`config.mk`:
```
export PLATFORM = sky130hd
export DESIGN_NAME = pbsa_top
export DESIGN_NICKNAME = d
export VERILOG_FILES = /design/src/hw/pbsa_pkg.sv /design/src/hw/pbsa_top.sv
export VERILOG_INCLUDE_DIRS = /design/src /design/src/hw
export SDC_FILE = /design/constraint.sdc
export NUM_CORES = 1
export LEC_CHECK = 0
export BUFFER_PORTS_ARGS = -buffer_cell sky130_fd_sc_hd__clkbuf_2
export CAP_MARGIN = 20
export CORE_MARGIN = 2
export CORE_UTILIZATION = 25
export CTS_CLUSTER_SIZE = 20
export DETAILED_ROUTE_END_ITERATION = 8
export HOLD_SLACK_MARGIN = 0.12
export MAX_ROUTING_LAYER = met4
export SETUP_SLACK_MARGIN = 0.15
export SLEW_MARGIN = 20
export SYNTH_ARGS = -nofsm -noshare
export SYNTH_HDL_FRONTEND = slang
export SYNTH_SLANG_ARGS = --single-unit
```
`constraint.sdc`:
```
create_clock -name ref_clk -period 1.2 [get_ports ref_clk]
set_input_delay 0.06 -clock ref_clk [delete_from_list [all_inputs] [get_ports ref_clk]]
set_output_delay 0.06 -clock ref_clk [all_outputs]
set_load 0.01 [all_outputs]
```
`src/hw/pbsa_consts.svh`:
```
// constants for the personality bit store access block
//==========================================================
`ifndef PBSA_CONSTS_SVH
`define PBSA_CONSTS_SVH

//==========================================================
// register map
`define PBSA_ADDR_W 4
`define PBSA_OFS_INDEX 4'h0
`define PBSA_OFS_STATUS 4'h1

//==========================================================
// field positions
`define PBSA_IDX_ROW_LSB 0
`define PBSA_IDX_COL_LSB 3
`define PBSA_ST_ROW0_BIT 0
`define PBSA_ST_PROG_BIT 1
`define PBSA_ST_SENSE_BIT 7

//==========================================================
// reset values
`define PBSA_INDEX_RST 8'h00
`define PBSA_DATA_RST 8'h00

//==========================================================
// timing
`define PBSA_CLK_MHZ 200
`define PBSA_PROG_TIME_US 2
`define PBSA_PROG_CYCLES (`PBSA_PROG_TIME_US * `PBSA_CLK_MHZ)

`endif

```
`src/hw/pbsa_pkg.sv`:
```
// types for the personality bit store access block
package pbsa_pkg;

  typedef struct packed {
    logic [3:0] addr;
    logic [7:0] wdata;
    logic wr;
    logic rd;
  } pbsa_req_t;

  typedef struct packed {
    logic [7:0] index_sel;
    logic program_strobe;
    logic [15:0] prog_cnt;
    logic [7:0] rdata;
  } pbsa_state_t;

endpackage

```
`src/hw/pbsa_top.sv`:
```
// register access and cell array of the personality bit store
//
// The placing of the registers and strobed register access were chosen for this implementation.
`timescale 1ns/1ps
`default_nettype none
`include "pbsa_consts.svh"

module pbsa_top
  import pbsa_pkg::*;
#(
  parameter int unsigned PROG_CYCLES = `PBSA_PROG_CYCLES
) (
  input wire logic ref_clk,
  input wire logic rst_n,
  input wire logic [3:0] reg_addr,
  input wire logic [7:0] reg_wdata,
  input wire logic reg_wr,
  input wire logic reg_rd,
  output logic [7:0] reg_rdata,
  input wire logic vpp_present,
  input wire logic uv_erase,
  output logic vpp_switch_on,
  output logic [2:0] sel_row,
  output logic [2:0] sel_col,
  output logic first_row_flag,
  output logic sensed_bit
);

  //==========================================================
  // reset release
  logic rst_meta;
  logic rst_sync_n;

  always_ff @(posedge ref_clk or negedge rst_n) begin
    if (!rst_n) begin
      rst_meta <= 1'b0;
      rst_sync_n <= 1'b0;
    end else begin
      rst_meta <= 1'b1;
      rst_sync_n <= rst_meta;
    end
  end

  //==========================================================
  // index decode helpers
  function automatic logic [2:0] row_of(input logic [7:0] idx);
    row_of = idx[`PBSA_IDX_ROW_LSB +: 3];
  endfunction

  function automatic logic [2:0] col_of(input logic [7:0] idx);
    col_of = idx[`PBSA_IDX_COL_LSB +: 3];
  endfunction

  function automatic logic [5:0] cell_of(input logic [7:0] idx);
    cell_of = {col_of(idx), row_of(idx)};
  endfunction

  function automatic logic idx_wr(input pbsa_req_t r);
    idx_wr = r.wr && (r.addr == `PBSA_OFS_INDEX);
  endfunction

  function automatic logic stat_wr(input pbsa_req_t r);
    stat_wr = r.wr && (r.addr == `PBSA_OFS_STATUS);
  endfunction

  function automatic logic mapped(input logic [3:0] a);
    mapped = (a == `PBSA_OFS_INDEX) || (a == `PBSA_OFS_STATUS);
  endfunction

  //==========================================================
  // request bundle
  pbsa_req_t req;

  always_comb begin
    req.addr = reg_addr;
    req.wdata = reg_wdata;
    req.wr = reg_wr;
    req.rd = reg_rd;
  end

  //==========================================================
  // cell array and sense amplifier
  pbsa_state_t st;
  pbsa_state_t next_st;
  logic [63:0] cells;
  logic sense_q;
  logic prog_done;

  always_ff @(posedge ref_clk) begin
    if (uv_erase) begin
      cells <= 64'h0;
    end else if (prog_done) begin
      cells[cell_of(st.index_sel)] <= 1'b1;
    end
    sense_q <= cells[cell_of(st.index_sel)];
  end

  //==========================================================
  // control state
  logic row0;
  logic [7:0] status_val;

  always_comb begin
    row0 = (row_of(st.index_sel) == 3'h0);
    status_val = 8'h00;
    status_val[`PBSA_ST_ROW0_BIT] = row0;
    status_val[`PBSA_ST_PROG_BIT] = st.program_strobe;
    status_val[`PBSA_ST_SENSE_BIT] = sense_q;
  end

  assign prog_done = st.program_strobe && vpp_present &&
                     (32'(st.prog_cnt) == PROG_CYCLES - 1);

  always_comb begin
    next_st = st;
    next_st.rdata = `PBSA_DATA_RST;
    if (req.wr) begin
      case (req.addr)
        `PBSA_OFS_INDEX: begin
          // whole byte stored, upper bits spare
          next_st.index_sel = req.wdata;
        end
        `PBSA_OFS_STATUS: begin
          next_st.program_strobe = req.wdata[`PBSA_ST_PROG_BIT];
        end
        default: begin
          next_st.index_sel = st.index_sel;
        end
      endcase
    end
    if (req.rd) begin
      case (req.addr)
        `PBSA_OFS_INDEX: begin
          next_st.rdata = st.index_sel;
        end
        `PBSA_OFS_STATUS: begin
          next_st.rdata = status_val;
        end
        default: begin
          next_st.rdata = `PBSA_DATA_RST;
        end
      endcase
    end
    // program time counter
    if (!st.program_strobe || !vpp_present || idx_wr(req)) begin
      next_st.prog_cnt = 16'h0;
    end else if (32'(st.prog_cnt) < PROG_CYCLES - 1) begin
      next_st.prog_cnt = st.prog_cnt + 16'h1;
    end
  end

  always_ff @(posedge ref_clk or negedge rst_sync_n) begin
    if (!rst_sync_n) begin
      st.index_sel <= `PBSA_INDEX_RST;
      st.program_strobe <= 1'b0;
      st.prog_cnt <= 16'h0;
      st.rdata <= `PBSA_DATA_RST;
    end else begin
      st <= next_st;
    end
  end

  //==========================================================
  // outputs
  assign reg_rdata = st.rdata;
  assign vpp_switch_on = st.program_strobe;
  assign sel_row = row_of(st.index_sel);
  assign sel_col = col_of(st.index_sel);
  assign first_row_flag = row0;
  assign sensed_bit = sense_q;
endmodule
`default_nettype wire

```
==> flow_summary_export.csv <==
group,metric,value,unit
power,comb_power_share,0.245,
yosys,synth-compound-area-share,0.1147,
sta,period_share,1.461,
yosys,synth_sequential_area_ratio,0.5003,
sta,rsz0062_at_grt,"yes",
sta,setup_slack,-0.5533,ns
final_layout,antenna_cells,0,
floorplanning,die-area,18480,sq um
power,power.share.sequential,0.418,
floorplanning,start_util,0.2534,
sta,finalSetupViolCount,80,
yosys,synthMuxAreaShare,0.1041,
yosys,synth.avg_cell_area,10.14,sq um
clocking,clkTransAtPathRegs,0.07,ns
worst_setup_path,cp_cell_sequence,"buf_12 > buf_12 > nor2_1 > inv_2 > nor4_4 > buf_4 > a21oi_1 > nor2_1",
yosys,synth.cell_area,4352,sq um
floorplanning,die_h,135.9,um
sta,period_minus_slack,1.753,ns
final_layout,nFillCells,1699,
placement,port_buffers,34,
yosys,synthAdderAreaFrac,0.002875,
sta,finalHoldViolations,0,
worst_setup_path,worst_ep_required_time,1.48,ns
power,p_leak,2.539,nW
worst_hold_path,hold_path_class,"in -> reg",
yosys,synth_top_family_by_area,"simple AND/OR/NAND/NOR gates",
sta,fmax,0.5704,GHz
power,power_switching,2.374,mW
clocking,cts_tree,"done",
power,p_int,6.061,mW
placement,hpwl,7545,um
flow_run,cap_violations,0,
floorplanning,placementRows,48,
floorplanning,core,17180,sq um
sta,hold_ws,0.1491,ns
yosys,yosys.area_share.simple,0.2131,
yosys,synthArstFlopShare,0.3500,
worst_setup_path,slowest_delay,0.41,ns
clocking,numCtsBuffers,9,
clocking,clkLatencyLatePin,0.35,ns
route,dr.pass1.iters,4,
final_layout,finalNetCount,550,
yosys,synth_xor_area_frac,0.01006,
grt,grt_usage,0.1291,
yosys,syn_nets,448,
worst_setup_path,crit_arrival,2.03,ns
power,p_per_area,1376,nW/um^2
sta,drv_slew,0,
worst_setup_path,cp_slowest_cell,"dfrtp_1",
route,routed_wl,11030,um
clocking,root_buffer,"clkbuf_16",
power,swShare,0.2815,
yosys,synth_edf_count,0,
placement,place_congestion,0.8158,
route,first_iter_violations,249,
floorplanning,io_pins,35,
route,drc_errors,0,
grt,antenna_found_initial,0,
route,wl_per_cell,14.49,um
final_layout,drive_above_1_share,0.4030,
power,peakVddDrop,0.6999,mV
grt,grt_max_degree,65,
floorplanning,dieWidth,135.9,um
outcome,status,"finished with violations",
yosys,synthFlopType,"dfxtp_1",
route,ant_nets,0,
clocking,clock-sinks,100,
yosys,synth-seq-cells,100,
power,clockPowerShare,0.337,
yosys,synthCells,429,
grt,grt_pass1_vias,3565,
final_layout,synthToLayoutAreaGrowth,40.83,%
clocking,cts-htree-levels,3,
outcome,violations,"negative setup slack",
worst_setup_path,path_max_fanout,14,
grt,overflow,0,
clocking,clk_path_buf_depth,2,
sta,skew,0.01538,ns
route,num_vias,3463,
yosys,synth_cell_types,46,
worst_setup_path,critPathKind,"reg -> reg",
worst_setup_path,crit_path_start_kind,"flop",
sta,tns,-34.08,ns
worst_setup_path,end_kind,"flop",
yosys,ys_warn_count,0,
route,routed_via_density,4.551,
grt,grt_pass1_wl,17970,um
[Yosys cell counts, drive strengths merged (5+ instances only)]
master | instances | area share
nand3 | 6 | 0.0069
nor2 | 81 | 0.070
nand2 | 15 | 0.013
xnor2 | 5 | 0.010
and2 | 13 | 0.019
dfrtp | 35 | 0.20
mux2 | 18 | 0.047
buf | 29 | 0.042
a21oi | 65 | 0.075
mux4 | 8 | 0.041
clkbuf | 9 | 0.0078
nor4 | 12 | 0.051
nor3 | 10 | 0.015
mux2i | 7 | 0.016
dfxtp | 65 | 0.30
[repair_timing]
action / CTS / global route
gates cloned: 0 / 0
gates resized for setup: 45 / 37
endpoints found under the hold margin: 15 / 0
hold buffers: 12 / 0
endpoints found under the setup margin: 94 / 95
pin swaps: 10 / 11
buffers inserted: 2 / 9
[cells in the final DEF, fill, tap and decap left out, types with 12 or more instances in the layout]
master,n
nand2_1,13
dlygate4sd3_1,12
a21oi_1,54
buf_6,23
dfrtp_1,33
mux2_2,12
buf_4,50
clkbuf_2,30
dfxtp_1,65
nor2_1,80
[sequential cells by signal, summed over array words and instances (netlist names)]
name	flops
reg_rdata	8
sel_col	3
rst_meta	1
vpp_switch_on	1
st	18
sensed_bit	1
rst_sync_n	1
cells	64
sel_row	3
[cell type report]
cell class	instances	area (sq um)	area share
Clock buffer	12	267.8	0.04369
Clock inverter	4	28.78	0.004696
Inverter	5	21.27	0.003471
Multi-Input combinational cell	286	2200	0.3589
Sequential cell	100	2180	0.3557
Tap cell	225	281.5	0.04594
Timing Repair Buffer	129	1150	0.1876
[per-layer routing]
| metal | track usage | routed length (um) |
|---|---|---|
| met1 | 0.1576 | 5027 |
| met2 | 0.2104 | 5313 |
| met3 | 0.03169 | 542 |
| met4 | 0.04109 | 141 |
| met5 | - | 0 |
[per-stage QoR]
stage,utilization,setup slack (ns),instances,instance area [sq um],power (mW)
after floorplan,-,-0.4817,429,4504,4.653
after global placement,0.3093,-0.5384,722,5313,5.236
after detailed placement,0.3093,-0.5600,722,5313,5.270
after CTS,0.3462,-0.5418,752,5946,8.325
after global routing,0.3568,-0.6519,761,6128,8.821
final,0.3568,-0.5533,761,6128,8.435
[cell families after synthesis]
kind of cell               count (synthesis)
DFF                                      100
adders and majority gates                  1
and+or+nand+nor                          157
AOI/OAI and AO/OA                         89
buffers and inverters                     43
muxes                                     33
other                                      1
xor gates and xnor gates                   5
[critical path: cells and delay by family, from the launching register on]
kind	cells	cell delay, ns
AOI/OAI and AO/OA	1	0.07
and+or+nand+nor	3	0.59
buffers and inverters	4	0.61
DFF	1	0.41
[power groups by stage]
stage                     logic [mW]  registers, mW  clock network (mW)
after floorplan                 1.08           3.58                   0
after global placement          1.66           3.57                   0
after detailed placement        1.69           3.58                   0
after CTS                       1.89           3.52                2.92
after global routing            2.20           3.53                3.09
final                           2.07           3.52                2.84
[final timing paths]
path / start / end / slack, ns / cells past startpoint
min reg2reg: rst_sync_n / sel_row[2] / 0.26 / 1
max reg2reg: sel_row[1] / cells[8] / -0.55 / 8
min: reg_addr[2] / reg_rdata[2] / 0.15 / 4
max: sel_row[1] / cells[8] / -0.55 / 8
min in group asynchronous: rst_sync_n / sel_row[2] / 0.26 / 1
max in group asynchronous: rst_n / rst_sync_n / 0.51 / 3
Note: power is estimated with default switching activity, not from simulation.
